[config.mk]
export PLATFORM = sky130hd
export DESIGN_NAME = ifcs_gate_bank
export DESIGN_NICKNAME = d
export VERILOG_FILES = /design/src/ifcs_pkg.sv /design/src/ifcs_gate_bank.sv
export VERILOG_INCLUDE_DIRS = /design/src /design/src/src
export SDC_FILE = /design/constraint.sdc
export NUM_CORES = 1
export LEC_CHECK = 0
export BUFFER_PORTS_ARGS = -buffer_cell sky130_fd_sc_hd__buf_2
export CAP_MARGIN = 20
export CORE_ASPECT_RATIO = 1.4
export CORE_MARGIN = 2
export CORE_UTILIZATION = 55
export CTS_CLUSTER_DIAMETER = 150
export DETAILED_ROUTE_END_ITERATION = 8
export PLACE_DENSITY = 0.79
export SYNTH_ARGS = -nofsm -noshare
export SYNTH_HDL_FRONTEND = slang
export SYNTH_SLANG_ARGS = --single-unit
[constraint.sdc]
create_clock -name pclk -period 2.5 [get_ports pclk]
set_clock_uncertainty 0.1 [all_clocks]
set_input_delay 0.125 -clock pclk [delete_from_list [all_inputs] [get_ports pclk]]
set_output_delay 0.125 -clock pclk [all_outputs]
set_load 0.01 [all_outputs]
[src/ifcs_defs.svh]
// Register map, field positions and reset values of the ingress function gates.
// Assumes it is included by the package, the design and the bench, nothing else.
`ifndef IFCS_DEFS_SVH
`define IFCS_DEFS_SVH

// ==========================================================
// Register word indices; byte address is four times the index
`define IFCS_DEC_IDX 30'h001120A5
`define IFCS_DEC_HI_IDX 30'h001120A6
`define IFCS_DNM_IDX 30'h001120AF
`define IFCS_DNM_HI_IDX 30'h001120B0
`define IFCS_DROP_CNT_IDX 30'h001120B1

// ==========================================================
// Gate vector geometry
`define IFCS_GATE_W 37
`define IFCS_HI_W 5
`define IFCS_DNM_RST 37'h1F_FDFF_7761
`define IFCS_DEC_RST 37'h17_BFFF_FFF1

// ==========================================================
// Field positions inside a gate vector
`define IFCS_B_LOOKUP 0
`define IFCS_B_LEARN_INH 1
`define IFCS_B_DISCARD 2
`define IFCS_B_CPU_BYPASS 3
`define IFCS_B_ROUTE 4
`define IFCS_B_RSV_DMAC 5
`define IFCS_B_RSV_SMAC 6
`define IFCS_B_PORT_VLAN 7
`define IFCS_B_TUNNEL 8
`define IFCS_B_MON_CNT 9
`define IFCS_B_IN_PFILT 10
`define IFCS_B_IN_ACL 11
`define IFCS_B_IN_STP 12
`define IFCS_B_OUT_STP 13
`define IFCS_B_VLAN_DROP 14
`define IFCS_B_VID_OP 15
`define IFCS_B_IN_MSTP 16
`define IFCS_B_OUT_MSTP 17
`define IFCS_B_CSUM 18
`define IFCS_B_L2_ACT 19
`define IFCS_B_MOVE 20
`define IFCS_B_POLICER 21
`define IFCS_B_VRF 22
`define IFCS_B_NH_HIT 23
`define IFCS_B_NH_VLAN 24
`define IFCS_B_OUT_ACL 25
`define IFCS_B_IN_NAT 26
`define IFCS_B_OUT_NAT 27
`define IFCS_B_NAT_ACT 28
`define IFCS_B_STORM 29
`define IFCS_B_IN_MIRROR 30
`define IFCS_B_QUEUE_ON 31
`define IFCS_B_RX_STAT 32
`define IFCS_B_REUSE_PM 33
`define IFCS_B_REUSE_Q 34
`define IFCS_B_CIPH_MIR_OFF 35
`define IFCS_B_XPORT_FILT 36

`endif

[src/ifcs_pkg.sv]
// Types shared by the ingress function gate bank.
// Assumes ifcs_defs.svh is on the include path.
package ifcs_pkg;
  `include "ifcs_defs.svh"

  // ==========================================================
  // Packet class that picked a gate vector
  typedef enum logic [1:0] {
    IFCS_CLS_NONE,
    IFCS_CLS_DNM,
    IFCS_CLS_DEC
  } ifcs_class_t;

  // ==========================================================
  // Register selected by an APB address
  typedef enum logic [2:0] {
    IFCS_SEL_NONE,
    IFCS_SEL_DEC_LO,
    IFCS_SEL_DEC_HI,
    IFCS_SEL_DNM_LO,
    IFCS_SEL_DNM_HI,
    IFCS_SEL_DROP
  } ifcs_sel_t;

  // ==========================================================
  // Whole module state
  typedef struct packed {
    logic [`IFCS_GATE_W-1:0] dnm;
    logic [`IFCS_GATE_W-1:0] dec;
    logic [31:0] drop_cnt;
    logic pready;
    logic pslverr;
    logic [31:0] prdata;
    logic [`IFCS_GATE_W-1:0] gate;
    logic gate_valid;
    ifcs_class_t gate_class;
    logic pkt_drop;
  } ifcs_state_t;
endpackage : ifcs_pkg
[src/ifcs_gate_bank.sv]
// Ingress function gate bank: two per-class gate registers behind APB,
// selected per packet and handed to the ingress pipeline stages.
// Assumes packet descriptors are synchronous to pclk and valid for one cycle.
`timescale 1ns/1ps
`include "ifcs_defs.svh"

module ifcs_gate_bank #(
  parameter int DROP_CNT_W = 32
) (
  // Clock and reset
  input wire logic pclk,
  input wire logic presetn,
  // APB slave
  input wire logic psel,
  input wire logic penable,
  input wire logic pwrite,
  input wire logic [31:0] paddr,
  input wire logic [31:0] pwdata,
  input wire logic [3:0] pstrb,
  output logic pready,
  output logic [31:0] prdata,
  output logic pslverr,
  // Packet descriptor from the ingress stage
  input wire logic pkt_valid,
  input wire logic pkt_cpu_port,
  input wire logic pkt_cpu_tag,
  input wire logic pkt_keep_bit,
  input wire logic pkt_decrypted,
  // Selected gate toward the pipeline stages
  output logic [`IFCS_GATE_W-1:0] gate_vec,
  output logic gate_valid,
  output ifcs_pkg::ifcs_class_t gate_class,
  output logic pkt_drop
);

  // ==========================================================
  // Helpers
  function automatic ifcs_pkg::ifcs_sel_t decode_addr(input logic [31:0] addr);
    logic [29:0] idx;
    idx = addr[31:2];
    decode_addr = ifcs_pkg::IFCS_SEL_NONE;
    if (addr[1:0] == 2'h0) begin
      unique case (idx)
        `IFCS_DEC_IDX: decode_addr = ifcs_pkg::IFCS_SEL_DEC_LO;
        `IFCS_DEC_HI_IDX: decode_addr = ifcs_pkg::IFCS_SEL_DEC_HI;
        `IFCS_DNM_IDX: decode_addr = ifcs_pkg::IFCS_SEL_DNM_LO;
        `IFCS_DNM_HI_IDX: decode_addr = ifcs_pkg::IFCS_SEL_DNM_HI;
        `IFCS_DROP_CNT_IDX: decode_addr = ifcs_pkg::IFCS_SEL_DROP;
        default: decode_addr = ifcs_pkg::IFCS_SEL_NONE;
      endcase
    end
  endfunction : decode_addr

  // Byte lanes not strobed keep their old contents
  function automatic logic [31:0] merge_lanes(input logic [31:0] old_w, input logic [31:0] new_w,
                                              input logic [3:0] strb);
    merge_lanes = old_w;
    for (int i = 0; i < 4; i++) begin
      if (strb[i]) begin
        merge_lanes[i*8 +: 8] = new_w[i*8 +: 8];
      end
    end
  endfunction : merge_lanes

  // ==========================================================
  // State
  ifcs_pkg::ifcs_state_t s_q;
  ifcs_pkg::ifcs_state_t s_d;
  ifcs_pkg::ifcs_sel_t sel_setup;
  ifcs_pkg::ifcs_sel_t sel_access;
  logic setup_phase;
  logic write_take;
  logic [`IFCS_GATE_W-1:0] src_gate;
  ifcs_pkg::ifcs_class_t pkt_class;
  logic is_dnm;
  logic is_dec;

  assign setup_phase = psel && !penable;
  assign sel_setup = decode_addr(paddr);
  assign sel_access = decode_addr(paddr);
  // Writes land only on the edge where the access phase completes
  assign write_take = psel && penable && s_q.pready && pwrite;

  assign is_dnm = pkt_cpu_port && pkt_cpu_tag && pkt_keep_bit;
  assign is_dec = pkt_decrypted;

  // ==========================================================
  // Next state
  always_comb begin
    s_d = s_q;
    s_d.pready = 1'b0;
    s_d.pslverr = 1'b0;
    s_d.prdata = 32'h0000_0000;

    // APB: answer is registered, so pready rises in the first access cycle
    if (setup_phase) begin
      s_d.pready = 1'b1;
      s_d.pslverr = (sel_setup == ifcs_pkg::IFCS_SEL_NONE);
      if (!pwrite) begin
        unique case (sel_setup)
          ifcs_pkg::IFCS_SEL_DEC_LO: s_d.prdata = s_q.dec[31:0];
          ifcs_pkg::IFCS_SEL_DEC_HI: s_d.prdata = {27'h0, s_q.dec[36:32]};
          ifcs_pkg::IFCS_SEL_DNM_LO: s_d.prdata = s_q.dnm[31:0];
          ifcs_pkg::IFCS_SEL_DNM_HI: s_d.prdata = {27'h0, s_q.dnm[36:32]};
          ifcs_pkg::IFCS_SEL_DROP: s_d.prdata = 32'(s_q.drop_cnt);
          ifcs_pkg::IFCS_SEL_NONE: s_d.prdata = 32'h0000_0000;
        endcase
      end
    end

    // Register writes; the drop counter is read-only
    if (write_take) begin
      unique case (sel_access)
        ifcs_pkg::IFCS_SEL_DEC_LO: s_d.dec[31:0] = merge_lanes(s_q.dec[31:0], pwdata, pstrb);
        ifcs_pkg::IFCS_SEL_DEC_HI: begin
          if (pstrb[0]) begin
            s_d.dec[36:32] = pwdata[`IFCS_HI_W-1:0];
          end
        end
        ifcs_pkg::IFCS_SEL_DNM_LO: s_d.dnm[31:0] = merge_lanes(s_q.dnm[31:0], pwdata, pstrb);
        ifcs_pkg::IFCS_SEL_DNM_HI: begin
          if (pstrb[0]) begin
            s_d.dnm[36:32] = pwdata[`IFCS_HI_W-1:0];
          end
        end
        ifcs_pkg::IFCS_SEL_DROP: s_d.drop_cnt = s_q.drop_cnt;
        ifcs_pkg::IFCS_SEL_NONE: s_d.drop_cnt = s_q.drop_cnt;
      endcase
    end

    // Per-packet class select. A decrypted packet comes back from the
    // crypto engine, never from the CPU port, so it takes priority.
    if (is_dec) begin
      pkt_class = ifcs_pkg::IFCS_CLS_DEC;
      src_gate = s_q.dec;
    end else if (is_dnm) begin
      pkt_class = ifcs_pkg::IFCS_CLS_DNM;
      src_gate = s_q.dnm;
    end else begin
      // Other classes are served by sibling gate banks
      pkt_class = ifcs_pkg::IFCS_CLS_NONE;
      src_gate = '0;
    end

    // Gate fields handed to the pipeline, grouped by the stage that reads them
    s_d.gate_valid = pkt_valid;
    s_d.gate_class = pkt_valid ? pkt_class : ifcs_pkg::IFCS_CLS_NONE;
    s_d.gate = '0;
    if (pkt_valid) begin
      s_d.gate[`IFCS_B_LOOKUP] = src_gate[`IFCS_B_LOOKUP];
      s_d.gate[`IFCS_B_LEARN_INH] = src_gate[`IFCS_B_LEARN_INH];
      s_d.gate[`IFCS_B_DISCARD] = src_gate[`IFCS_B_DISCARD];
      s_d.gate[`IFCS_B_CPU_BYPASS] = src_gate[`IFCS_B_CPU_BYPASS];
      s_d.gate[`IFCS_B_ROUTE] = src_gate[`IFCS_B_ROUTE];
      s_d.gate[`IFCS_B_RSV_SMAC:`IFCS_B_RSV_DMAC] = src_gate[`IFCS_B_RSV_SMAC:`IFCS_B_RSV_DMAC];
      s_d.gate[`IFCS_B_PORT_VLAN] = src_gate[`IFCS_B_PORT_VLAN];
      s_d.gate[`IFCS_B_VID_OP] = src_gate[`IFCS_B_VID_OP];
      s_d.gate[`IFCS_B_IN_PFILT:`IFCS_B_TUNNEL] = src_gate[`IFCS_B_IN_PFILT:`IFCS_B_TUNNEL];
      s_d.gate[`IFCS_B_IN_ACL] = src_gate[`IFCS_B_IN_ACL];
      s_d.gate[`IFCS_B_OUT_ACL] = src_gate[`IFCS_B_OUT_ACL];
      s_d.gate[`IFCS_B_OUT_STP:`IFCS_B_IN_STP] = src_gate[`IFCS_B_OUT_STP:`IFCS_B_IN_STP];
      s_d.gate[`IFCS_B_OUT_MSTP:`IFCS_B_IN_MSTP] = src_gate[`IFCS_B_OUT_MSTP:`IFCS_B_IN_MSTP];
      s_d.gate[`IFCS_B_VLAN_DROP] = src_gate[`IFCS_B_VLAN_DROP];
      s_d.gate[`IFCS_B_L2_ACT:`IFCS_B_CSUM] = src_gate[`IFCS_B_L2_ACT:`IFCS_B_CSUM];
      s_d.gate[`IFCS_B_MOVE] = src_gate[`IFCS_B_MOVE];
      s_d.gate[`IFCS_B_NH_HIT:`IFCS_B_POLICER] = src_gate[`IFCS_B_NH_HIT:`IFCS_B_POLICER];
      s_d.gate[`IFCS_B_NH_VLAN] = src_gate[`IFCS_B_NH_VLAN];
      s_d.gate[`IFCS_B_NAT_ACT:`IFCS_B_IN_NAT] = src_gate[`IFCS_B_NAT_ACT:`IFCS_B_IN_NAT];
      s_d.gate[`IFCS_B_RX_STAT:`IFCS_B_STORM] = src_gate[`IFCS_B_RX_STAT:`IFCS_B_STORM];
      s_d.gate[`IFCS_B_REUSE_Q:`IFCS_B_REUSE_PM] = src_gate[`IFCS_B_REUSE_Q:`IFCS_B_REUSE_PM];
      s_d.gate[`IFCS_B_XPORT_FILT:`IFCS_B_CIPH_MIR_OFF] =
        src_gate[`IFCS_B_XPORT_FILT:`IFCS_B_CIPH_MIR_OFF];
    end

    // Forced discard is counted where the decision is made; wraps at the top
    s_d.pkt_drop = pkt_valid && src_gate[`IFCS_B_DISCARD];
    if (s_d.pkt_drop) begin
      s_d.drop_cnt = s_q.drop_cnt + 32'h0000_0001;
    end
  end

  // ==========================================================
  // Registers
  always_ff @(posedge pclk or negedge presetn) begin
    if (!presetn) begin
      s_q.dnm <= `IFCS_DNM_RST;
      s_q.dec <= `IFCS_DEC_RST;
      s_q.drop_cnt <= 32'h0000_0000;
      s_q.pready <= 1'b0;
      s_q.pslverr <= 1'b0;
      s_q.prdata <= 32'h0000_0000;
      s_q.gate <= '0;
      s_q.gate_valid <= 1'b0;
      s_q.gate_class <= ifcs_pkg::IFCS_CLS_NONE;
      s_q.pkt_drop <= 1'b0;
    end else begin
      s_q <= s_d;
    end
  end

  assign pready = s_q.pready;
  assign prdata = s_q.prdata;
  assign pslverr = s_q.pslverr;
  assign gate_vec = s_q.gate;
  assign gate_valid = s_q.gate_valid;
  assign gate_class = s_q.gate_class;
  assign pkt_drop = s_q.pkt_drop;
endmodule : ifcs_gate_bank

### Word level (Yosys, flattened, before mapping)

Index checks and enable logic that the tools add are counted.

* flip-flop bits (word level): 181
* input port bits: 78
* output and inout bits: 75
* word-level logic and storage cells: 61

* add/sub/neg operators: 1
* equal/unequal tests: 10
* muxes and demuxes: 12
* reductions and logical operators: 20

Operator list (count)
* $pmux 32 s6: 1
* $eq 30x21->1 const B: 5
* $mux 37: 3
* $mux 32: 2
* $mux 34: 1
* $add 32x1->32 const B: 1
* $reduce_and 3->1: 10
* $pmux 3 s5: 1
* $logic_and 1x1->1: 7
* $eq 3x2->1 const B: 2
* $eq 3x3->1 const B: 2
* $mux 2: 2
* $eq 3x1->1 const B: 1
* $logic_not 3->1: 1
* $mux 3: 1
* $logic_not 2->1: 1
* $logic_not 1->1: 1
* $mux 1: 1

### Depth between registers and ports, before layout

Gate-level depths: netlist of the first run.

* word-level depth: 7
* gate-level depth with buffers: 7
* depth with buffers taken out: 6

### Worst setup path after synthesis of the first run

No wires, ideal clock.

* path kind: register to register
* from: reg pready (netlist name)
* to: reg s_q[142] (netlist name)
* library setup time: 125 ps
* data arrival time: 1810 ps
* data required time: 2275 ps
* path slack: 465 ps
* cell stages (with the launch flop): 7
* buffers on the path: 2
* period minus slack after synthesis: 2035 ps
* cell sequence: dfrtp_1 -> and4_1 -> clkbuf_1 -> nand2_1 -> or4b_1 -> buf_2 -> mux2_4

* longest elaborated chain between the ends: 3

RTL lines
* $logic_and 1x1->1 (2 in a row): line ifcs_gate_bank.sv:82 `assign write_take = psel && penable && s_q.pready && pwrite;`
* $reduce_and 3->1 (no source line)
* end, declared: line ifcs_gate_bank.sv:67 `ifcs_pkg::ifcs_state_t s_q;`

Every way passes these cells.
A chain may end at the register's enable or synchronous reset.

### Worst setup path in the final report of the first run

* from: in pkt_valid
* to: reg s_q[98] (netlist name)

* longest elaborated chain between the ends: 1

RTL lines
* start, declared: line ifcs_gate_bank.sv:24 `input wire logic pkt_valid,`
* $logic_and 1x1->1: line ifcs_gate_bank.sv:176 `` s_d.pkt_drop = pkt_valid && src_gate[`IFCS_B_DISCARD]; ``

Every way passes these cells.

==> reports/metrics.cfg, run 1 <==
[routing]
detail_route.wl_per_cell_um=18.8
drt_iter0_drc=401
routed_wl_um=18900
vias_per_cell=5.75
firstDrtPassIters=4
drtAntennaViolNets=0
drcViolationCount=0
vias=5788

[job]
maxCapViolCount=0

[synth]
syn_inst=680
syn_area_um2=8360
synth.avg_cell_area_um2=12.3
synth_edf_count=0
yosysTopAreaCell=dfrtp_1
yosys_register_bits=180
async_reset_ff_frac=1.00
syn_nets=759
ys_warn_count=0
ys_types=53
synth.area.top_cells=dfrtp_1 (36%), dfstp_2 (19%), buf_4 (6.4%), mux2_2 (5.1%), a22o_1 (3.8%)
synthFlopType=dfrtp_1
synth.top_cell.area_share=0.356
ys_seq_area_frac=0.548

[timing]
rsz0062_at_grt=false
hold_slack_ps=83.9
worst_pin_slew_ps=690
tns_ps=0
timing.fmax_mhz=450
setup_ws_ps=278
fin_crit_sh=0.889
setup_violations=0
slew_headroom=0.540
finalHoldViolCount=0
finalWorstPathRequiredPeriod_ps=2220
slew_violations=0

[place]
place_inst=936
place_ws_ps=-38.1
detailed_place_hpwl_um=12800
gp_congestion=0.903
portBuffers=152

[floorplan]
io_pins=153
die_h_um=150
start_util=0.560
placementRows=53
dieArea_um2=16200
core-area_um2=14900
die_x_um=108

[clock_tree]
cts_resized=0
cts-root-buf=clkbuf_16
clk_latency_ps=430
clkSinkCount=180
cts_buffer_depth=2
h-tree-depth=4
tritoncts=built
clk_pin_slew_ps=70
holdBufCountCts=36
cts_setup_buffers=0
cts_buffers=17

[pwr]
ir_drop_uv=424
p_per_area_nw_per_um2=595
p_leak_nw=4.59
total_power_mw=5.82

[layout]
final_cell_mix=buf_2 (151), dfrtp_1 (119), dfstp_2 (61)
drive_gt1_frac=0.408
final_common_cell=buf_2
syn_to_final_growth_pct=17.1
instances_no_fill=1006
finalNetCount=878

[global_route]
grt_pass1_vias=6215
globalRouteOverflowTotal=0
antenna_found_initial=2
grtUsageTotal=0.244
grt_max_degree=76
grt_pass1_wl_um=30400

[critical_path]
start_kind=input pin
worstSetupEndpointType=flop
critical_path_class=input pin to flop
crit_required_ps=2740
critPathMaxFanout=15
worst_ep_arrival_time_ps=2460

[min_path]
hold_path.class=input pin to flop

[run_status]
status=completed

worst max-delay path, cell delays in order:
cell,delay [ps]
dlygate4sd3_1,520
buf_2,130
and4b_1,210
a32o_1,580
nand3_1,330
nor3_1,360
xor2_1,200
cells in the mapped netlist (5+ instances only):
cell type,instances
dfrtp_1,119
buf_4,71
dfstp_2,61
nand3_1,48
mux2_2,38
a22o_1,36
nand2_1,33
a21oi_1,30
a22oi_1,27
mux2_1,23
clkbuf_1,18
xor2_1,18
nor3_1,16
xnor2_1,14
mux2_4,13
nor2_1,11
inv_1,10
buf_2,9
and3_1,7
and4_1,6
nand4_1,6
o211ai_1,6
mux2i_1,5
o221ai_1,5
final cells by class:
cell class	instances	area, µm²
fillers	1106	5130
flip-flops and latches	180	4580
multi-input cells	386	3070
repair buffers	204	1270
clock buffers	17	425
well taps	192	240
clock inverters	15	160
inverters	10	37.5
diodes	2	5.00
metrics by stage:
step,util,instance area [µm²]
6_report,0.656,9790
4_1_cts,0.656,9780
3_3_place_gp,0.592,8840
3_5_place_dp,0.592,8840
5_1_grt,0.656,9790
2_1_floorplan,-,8360
routing by layer:
metal  vias to the layer above  global-route usage  routed length (µm)
met2                       192               0.423               10200
met5                         -                   0                   0
met4                         0               0.103                 623
li1                       2620                   -                   -
met3                        41              0.0518                 963
met1                      2935               0.293                7130
kinds of logic after synthesis:
logic type | count (synthesis) | share of synthesized area
flip-flops | 180 | 0.548
AND/OR/NAND/NOR | 162 | 0.118
buffers and inverters | 114 | 0.0867
AO/OA/AOI/OAI | 112 | 0.101
multiplexers | 79 | 0.112
XOR/XNOR | 32 | 0.0335
adder cells (fa/ha/maj) | 1 | 0.00150
power by group:
group	leakage, nW	internal, mW	switching, mW
Combinational	2.05	0.110	0.148
Clock	0.277	1.42	1.23
Sequential	2.26	2.92	0.00163
worst paths after layout:
kind / from / slack [ps] / depth (start not counted) / end
setup / recovery: pkt_valid / 280 / 7 / s_q[98]
hold / removal: paddr[12] / 80 / 4 / pslverr
hold reg to reg: s_q[106] / 390 / 1 / s_q[106]
setup reg to reg: s_q[146] / 450 / 4 / s_q[98]
min in group asynchronous: presetn / 190 / 2 / gate_vec[36]
max in group asynchronous: presetn / 1260 / 3 / s_q[127]
sequential cells by signal, summed over array words and instances, names as in the netlist:
| name | cells |
|---|---|
| gate_vec | 37 |
| gate_class | 2 |
| gate_valid | 1 |
| s_q | 106 |
| pslverr | 1 |
| prdata | 32 |
| pready | 1 |
Power figures use the tool's default switching activity.
==> run 2: changes to the inputs <==
Settings changed: CORE_UTILIZATION 55 to 50, PLACE_DENSITY 0.79 to 0.76.
Clock period 2.5 ns to 1.9 ns, I/O delays scaled along.
==> reports/metrics.cfg, run 2 (synthesized netlist as in run 1, its figures left out) <==
[global_route]
grtUsageTotal=0.226  ; was 0.244
grt_pass1_vias=6353  ; was 6215
grt_max_degree=76  ; unchanged
antenna_found_initial=1  ; was 2
grt_pass1_wl_um=31500  ; was 30400 µm
globalRouteOverflowTotal=0  ; unchanged

[pwr]
p_leak_nw=4.84  ; was 4.59 nW
switchingPower_mw=1.76  ; was 1.38 mW
sw_frac_of_total=0.222  ; was 0.236
combPwrFrac=0.047  ; was 0.044
p_per_area_nw_per_um2=768  ; was 595 nW/µm²
p_int_mw=6.16  ; was 4.45 mW
p_clk_frac=0.467  ; was 0.454
ir_drop_uv=487  ; was 424 µV
total_power_mw=7.92  ; was 5.82 mW
sequentialPowerShare=0.486  ; was 0.501

[clock_tree]
clk_latency_ps=430  ; about the same
cts-root-buf=clkbuf_16  ; unchanged
h-tree-depth=4  ; unchanged
clkSinkCount=180  ; unchanged
cts_buffers=17  ; unchanged
cts_setup_buffers=0  ; unchanged
cts_buffer_depth=2  ; unchanged
clk_pin_slew_ps=70  ; about the same
tritoncts=built  ; unchanged

[critical_path]
r2r_start=pready  ; was s_q[146]
start_kind=flop  ; was input pin
slowest_delay_ps=500  ; was 580 ps
critPathSlowestCell=or4b_1  ; was a32o_1
cp_top_family=simple AND/OR/NAND/NOR gates  ; unchanged
critical_path_class=flop to flop  ; was input pin to flop
worstPathCellList=and4_4 > nand2_2 > or4b_1 > buf_6 > mux2_4  ; was dlygate4sd3_1 > buf_2 > and4b_1 > a32o_1 > nand3_1 > nor3_1 > xor2_1
crit_required_ps=2110  ; was 2740 ps
startpoint=pready  ; was pkt_valid
worst-path-buf-inv=1  ; was 2
worstSetupEndpointType=flop  ; unchanged
worst_ep_arrival_time_ps=2090  ; was 2460 ps
critPathMaxFanout=5  ; was 15

[routing]
vias=5907  ; was 5788
drt_iter0_drc=326  ; was 401
drtAntennaViolNets=0  ; unchanged
firstDrtPassIters=6  ; was 4
drcViolationCount=0  ; unchanged
detail_route.wl_per_cell_um=18.9  ; was 18.8 µm
routed_wl_um=19800  ; was 18900 µm
vias_per_cell=5.64  ; was 5.75

[timing]
worst_pin_slew_ps=464  ; was 690 ps
setup_ws_ps=21.4  ; was 278 ps
timing.fmax_mhz=532
hold_slack_ps=48.3  ; was 83.9 ps
slew_violations=0  ; unchanged
slew_headroom=0.690  ; was 0.540
rsz0062_at_grt=true  ; was false
finalHoldViolCount=0  ; unchanged
tns_ps=0  ; unchanged
setup_violations=0  ; unchanged
fin_crit_sh=0.989
finalWorstPathRequiredPeriod_ps=1880

[place]
place_inst=979  ; was 936
placed_area_um2=9260  ; was 8840 µm²
detailed_place_hpwl_um=13800  ; was 12800 µm
gp_congestion=0.858  ; was 0.903
portBuffers=152  ; unchanged
place_ws_ps=-258  ; was -38.1 ps

[floorplan]
io_pins=153  ; unchanged
core-area_um2=16200  ; was 14900 µm²
placementRows=55  ; was 53
die_x_um=113  ; was 108 µm
dieArea_um2=17800  ; was 16200 µm²
die_h_um=157  ; was 150 µm
start_util=0.515  ; was 0.560

[layout]
final_common_cell=buf_2  ; unchanged
regMostFlops=s_q  ; unchanged
fin_util=0.635  ; was 0.656
drive_gt1_frac=0.449  ; was 0.408
finalNetCount=914  ; was 878
final_cell_mix=buf_2 (151), dfrtp_1 (119), dfstp_2 (61)  ; unchanged
instances_no_fill=1048  ; was 1006
largest_reg_flops=106  ; unchanged
syn_to_final_growth_pct=23.4  ; was 17.1%
design_area_um2=10300  ; was 9790 µm²

[job]
maxCapViolCount=0  ; unchanged

[min_path]
hold_path.class=input pin to asynchronous set/reset pin  ; was input pin to flop

[run_status]
status=completed  ; unchanged

-- run 2: cell type report --
cell class                 count  area, µm²
fill                        1192       5930
sequential                   180       4580
multi-input combinational    386       3180
timing repair buffer         240       1630
clock buffer                  18        439
tap                          199        249
clock inverter                14        189
inverter                      10       37.5
antenna                        1       2.50
-- run 2: power by group through the flow --
stage          clock (mW)  sequential, mW  combinational [mW]
3_5_place_dp            0            3.91               0.318
4_1_cts              3.75            3.84               0.377
6_report             3.70            3.84               0.372
5_1_grt              3.94            3.84               0.409
3_3_place_gp            0            3.91               0.306
2_1_floorplan           0            3.91              0.0680
-- run 2: path summary, 6_finish.rpt --
path	end	slack, ps	cells past startpoint
max in group asynchronous	s_q[114]	900	3
min	gate_class[1]	50	2
max reg2reg	s_q[142]	20	5
min in group pclk	gate_vec[2]	50	2
min reg2reg	s_q[106]	380	1
max	s_q[142]	20	5
-- run 2: metal layers --
| metal | share of wire | track usage | vias up |
|---|---|---|---|
| li1 | - | - | 2691 |
| met1 | 0.38 | 0.255 | 2991 |
| met2 | 0.56 | 0.408 | 184 |
| met3 | 0.035 | 0.0451 | 41 |
| met4 | 0.029 | 0.108 | 0 |
| met5 | 0 | 0 | - |
-- run 2: timing repair --
item / CTS / global route
pin swaps: 0 / 0
hold buffers: 36 / 0
gates resized for setup: 1 / 14
endpoints found under the hold margin: 215 / 0
endpoints found under the setup margin: 1 / 16
==> run 3: changes to the inputs <==
Settings changed: ABC_AREA set to 1, CORE_UTILIZATION 50 to 51, SKIP_CTS_REPAIR_TIMING set to 1.
==> reports/metrics.cfg, run 3 <==
[layout]
finalNetCount=1317  ; was 914
instances_no_fill=1487  ; was 1048
largest_reg_flops=106  ; unchanged
regArea_um2=4580  ; unchanged
num-fill-cells=1461  ; was 1192
final_common_cell=inv_1  ; was buf_2
regMostFlops=s_q  ; unchanged
fin_util=0.630  ; was 0.635
syn_to_final_growth_pct=21.3  ; was 23.4%
drive_gt1_frac=0.306  ; was 0.449
final_cell_mix=inv_1 (174), nor2_1 (160), buf_2 (151)  ; was buf_2 (151), dfrtp_1 (119), dfstp_2 (61)
multi_input_area_um2=3090  ; was 3180 µm²
diodes=0  ; was 1

[floorplan]
placementRows=57  ; was 55
die_h_um=161  ; was 157 µm
core-area_um2=17300  ; was 16200 µm²
dieArea_um2=18700  ; was 17800 µm²
die_x_um=116  ; was 113 µm
start_util=0.519  ; was 0.515
io_pins=153  ; unchanged

[min_path]
hold_path.class=input pin to flop  ; was input pin to asynchronous set/reset pin
min_from=psel

[global_route]
globalRouteOverflowTotal=0  ; unchanged
grt_pass1_vias=7236  ; was 6353
grt_max_degree=47  ; was 76
grtUsageTotal=0.232  ; was 0.226
grt_pass1_wl_um=34100  ; was 31500 µm
antenna_found_initial=0  ; was 1

[pwr]
p_int_mw=5.96  ; was 6.16 mW
ir_drop_uv=518  ; was 487 µV
p_leak_nw=5.84  ; was 4.84 nW
sw_frac_of_total=0.253  ; was 0.222
switchingPower_mw=2.02  ; was 1.76 mW
total_power_mw=7.98  ; was 7.92 mW
combPwrFrac=0.081  ; was 0.047
p_per_area_nw_per_um2=731  ; was 768 nW/µm²
p_clk_frac=0.422  ; was 0.467
sequentialPowerShare=0.497  ; was 0.486

[timing]
hold_slack_ps=15.3  ; was 48.3 ps
fin_crit_sh=0.977  ; was 0.989
setup_ws_ps=43.2  ; was 21.4 ps
setup_violations=0  ; unchanged
finalHoldViolCount=0  ; unchanged
finalWorstPathRequiredPeriod_ps=1860  ; was 1880 ps
slew_headroom=0.616  ; was 0.690
rsz0062_at_grt=true  ; unchanged
worst_pin_slew_ps=571  ; was 464 ps
timing.fmax_mhz=539  ; was 532 MHz
slew_violations=0  ; unchanged

[synth]
synth_common_cells=inv_1 (174), nor2_1 (164), nand2_1 (144), dfrtp_1 (119), o21ai_0 (73)  ; was dfrtp_1 (119), buf_4 (71), dfstp_2 (61), nand3_1 (48), mux2_2 (38)
yosysTopAreaCell=dfrtp_1  ; unchanged
ys_types=38  ; was 53
synth.top_cell.area_share=0.331  ; was 0.356
async_reset_ff_frac=1.00  ; unchanged
synth.avg_cell_area_um2=8.48  ; was 12.3 µm²
syn_nets=1139  ; was 759
synth_most_common_cell=inv_1  ; was dfrtp_1
synth_edf_count=0  ; unchanged
synth.area.top_cells=dfrtp_1 (33%), dfstp_2 (18%), inv_1 (7.3%), nor2_1 (6.8%), nand2_1 (6.0%)  ; was dfrtp_1 (36%), dfstp_2 (19%), buf_4 (6.4%), mux2_2 (5.1%), a22o_1 (3.8%)
yosys_register_bits=180  ; unchanged
syn_area_um2=8990  ; was 8360 µm²
ys_seq_area_frac=0.509  ; was 0.548
synthFlopType=dfrtp_1  ; unchanged
syn_inst=1060  ; was 680
ys_warn_count=0  ; unchanged

[routing]
vias_per_cell=4.90  ; was 5.64
detail_route.wl_per_cell_um=14.3  ; was 18.9 µm
routed_wl_um=21300  ; was 19800 µm
drcViolationCount=0  ; unchanged
drtAntennaViolNets=0  ; unchanged
drt_iter0_drc=410  ; was 326
firstDrtPassIters=5  ; was 6
vias=7288  ; was 5907

[clock_tree]
clk_latency_ps=430  ; about the same
tritoncts=built  ; unchanged
clkSinkCount=180  ; unchanged
cts_buffer_depth=2  ; unchanged
h-tree-depth=4  ; unchanged
cts_buffers=17  ; unchanged
clk_pin_slew_ps=70  ; about the same
cts-root-buf=clkbuf_16  ; unchanged

[critical_path]
startpoint=s_q[76]  ; was pready
worst_ep_arrival_time_ps=2070  ; was 2090 ps
worstSetupEndpointType=flop  ; unchanged
critPathMaxFanout=2  ; was 5
r2r_start=s_q[76]  ; was pready
critical_path_class=flop to flop  ; unchanged
start_kind=flop  ; unchanged
crit_required_ps=2110  ; about the same

[place]
portBuffers=152  ; unchanged
place_ws_ps=-136  ; was -258 ps
detailed_place_hpwl_um=14700  ; was 13800 µm
gp_congestion=0.859  ; was 0.858
place_inst=1415  ; was 979

[run_status]
status=completed  ; unchanged

[job]
maxCapViolCount=0  ; unchanged

[run 3: cell count changes after synthesis, moves of 36 or more]
| cell | before | now |
|---|---|---|
| inv_1 | 10 | 174 |
| mux2_2 | 38 | 1 |
| o21ai_0 | 2 | 73 |
| nand2_1 | 33 | 144 |
| nor2_1 | 11 | 164 |
| a22o_1 | 36 | 0 |
[run 3: worst paths after layout]
check / to / slack [ps] / cells after the start
setup / recovery: s_q[91] / 40 / 9
hold / removal: pslverr / 20 / 5
setup reg to reg: s_q[91] / 40 / 9
hold reg to reg: s_q[106] / 380 / 1
max in group asynchronous: s_q[175] / 890 / 3
min in group asynchronous: gate_vec[7] / 70 / 2
[run 3: kinds of logic after synthesis]
logic type | Yosys count | share of synthesized area
AO/OA/AOI/OAI | 174 | 0.115
buffers and inverters | 279 | 0.152
flip-flops | 180 | 0.509
XOR/XNOR | 29 | 0.0282
multiplexers | 1 | 0.00125
adder cells (fa/ha/maj) | 1 | 0.00139
AND/OR/NAND/NOR | 396 | 0.193
[run 3: metrics by stage]
step | cell area (µm²) | TNS [ps]
after floorplan | 9000 | -46.6
after global placement | 9920 | -953
after detailed placement | 9920 | -4790
after CTS | 10500 | -184
after global routing | 10900 | -498
final | 10900 | 0
[run 3: power groups by stage]
stage | Combinational, mW | Sequential, mW | Clock, mW
3_3_place_gp | 0.576 | 4.03 | 0
6_report | 0.643 | 3.97 | 3.37
5_1_grt | 0.718 | 3.97 | 3.57
4_1_cts | 0.591 | 3.97 | 3.41
3_5_place_dp | 0.586 | 4.03 | 0
2_1_floorplan | 0.258 | 4.04 | 0
[run 3: area by class of cell]
type	count	area share
flip-flops and latches	180	0.420
multi-input cells	602	0.283
repair buffers	257	0.156
inverters	180	0.0622
clock buffers	17	0.0390
well taps	236	0.0271
clock inverters	15	0.0131
[run 3: per-layer routing]
metal | GRT usage | up-vias | wire length, µm
li1 | - | 3606 | -
met1 | 0.292 | 3417 | 8740
met2 | 0.404 | 224 | 11100
met3 | 0.0338 | 41 | 980
met4 | 0.0828 | 0 | 495
met5 | 0 | - | 0
[run 3: critical path, cell delays in order (launching register included)]
cell	delay [ps]
dfrtp_1	360
ha_1	190
nand3_1	130
nor3_2	150
nand2_1	110
nor3_2	170
nand3_2	120
buf_4	150
buf_4	130
xor2_1	140
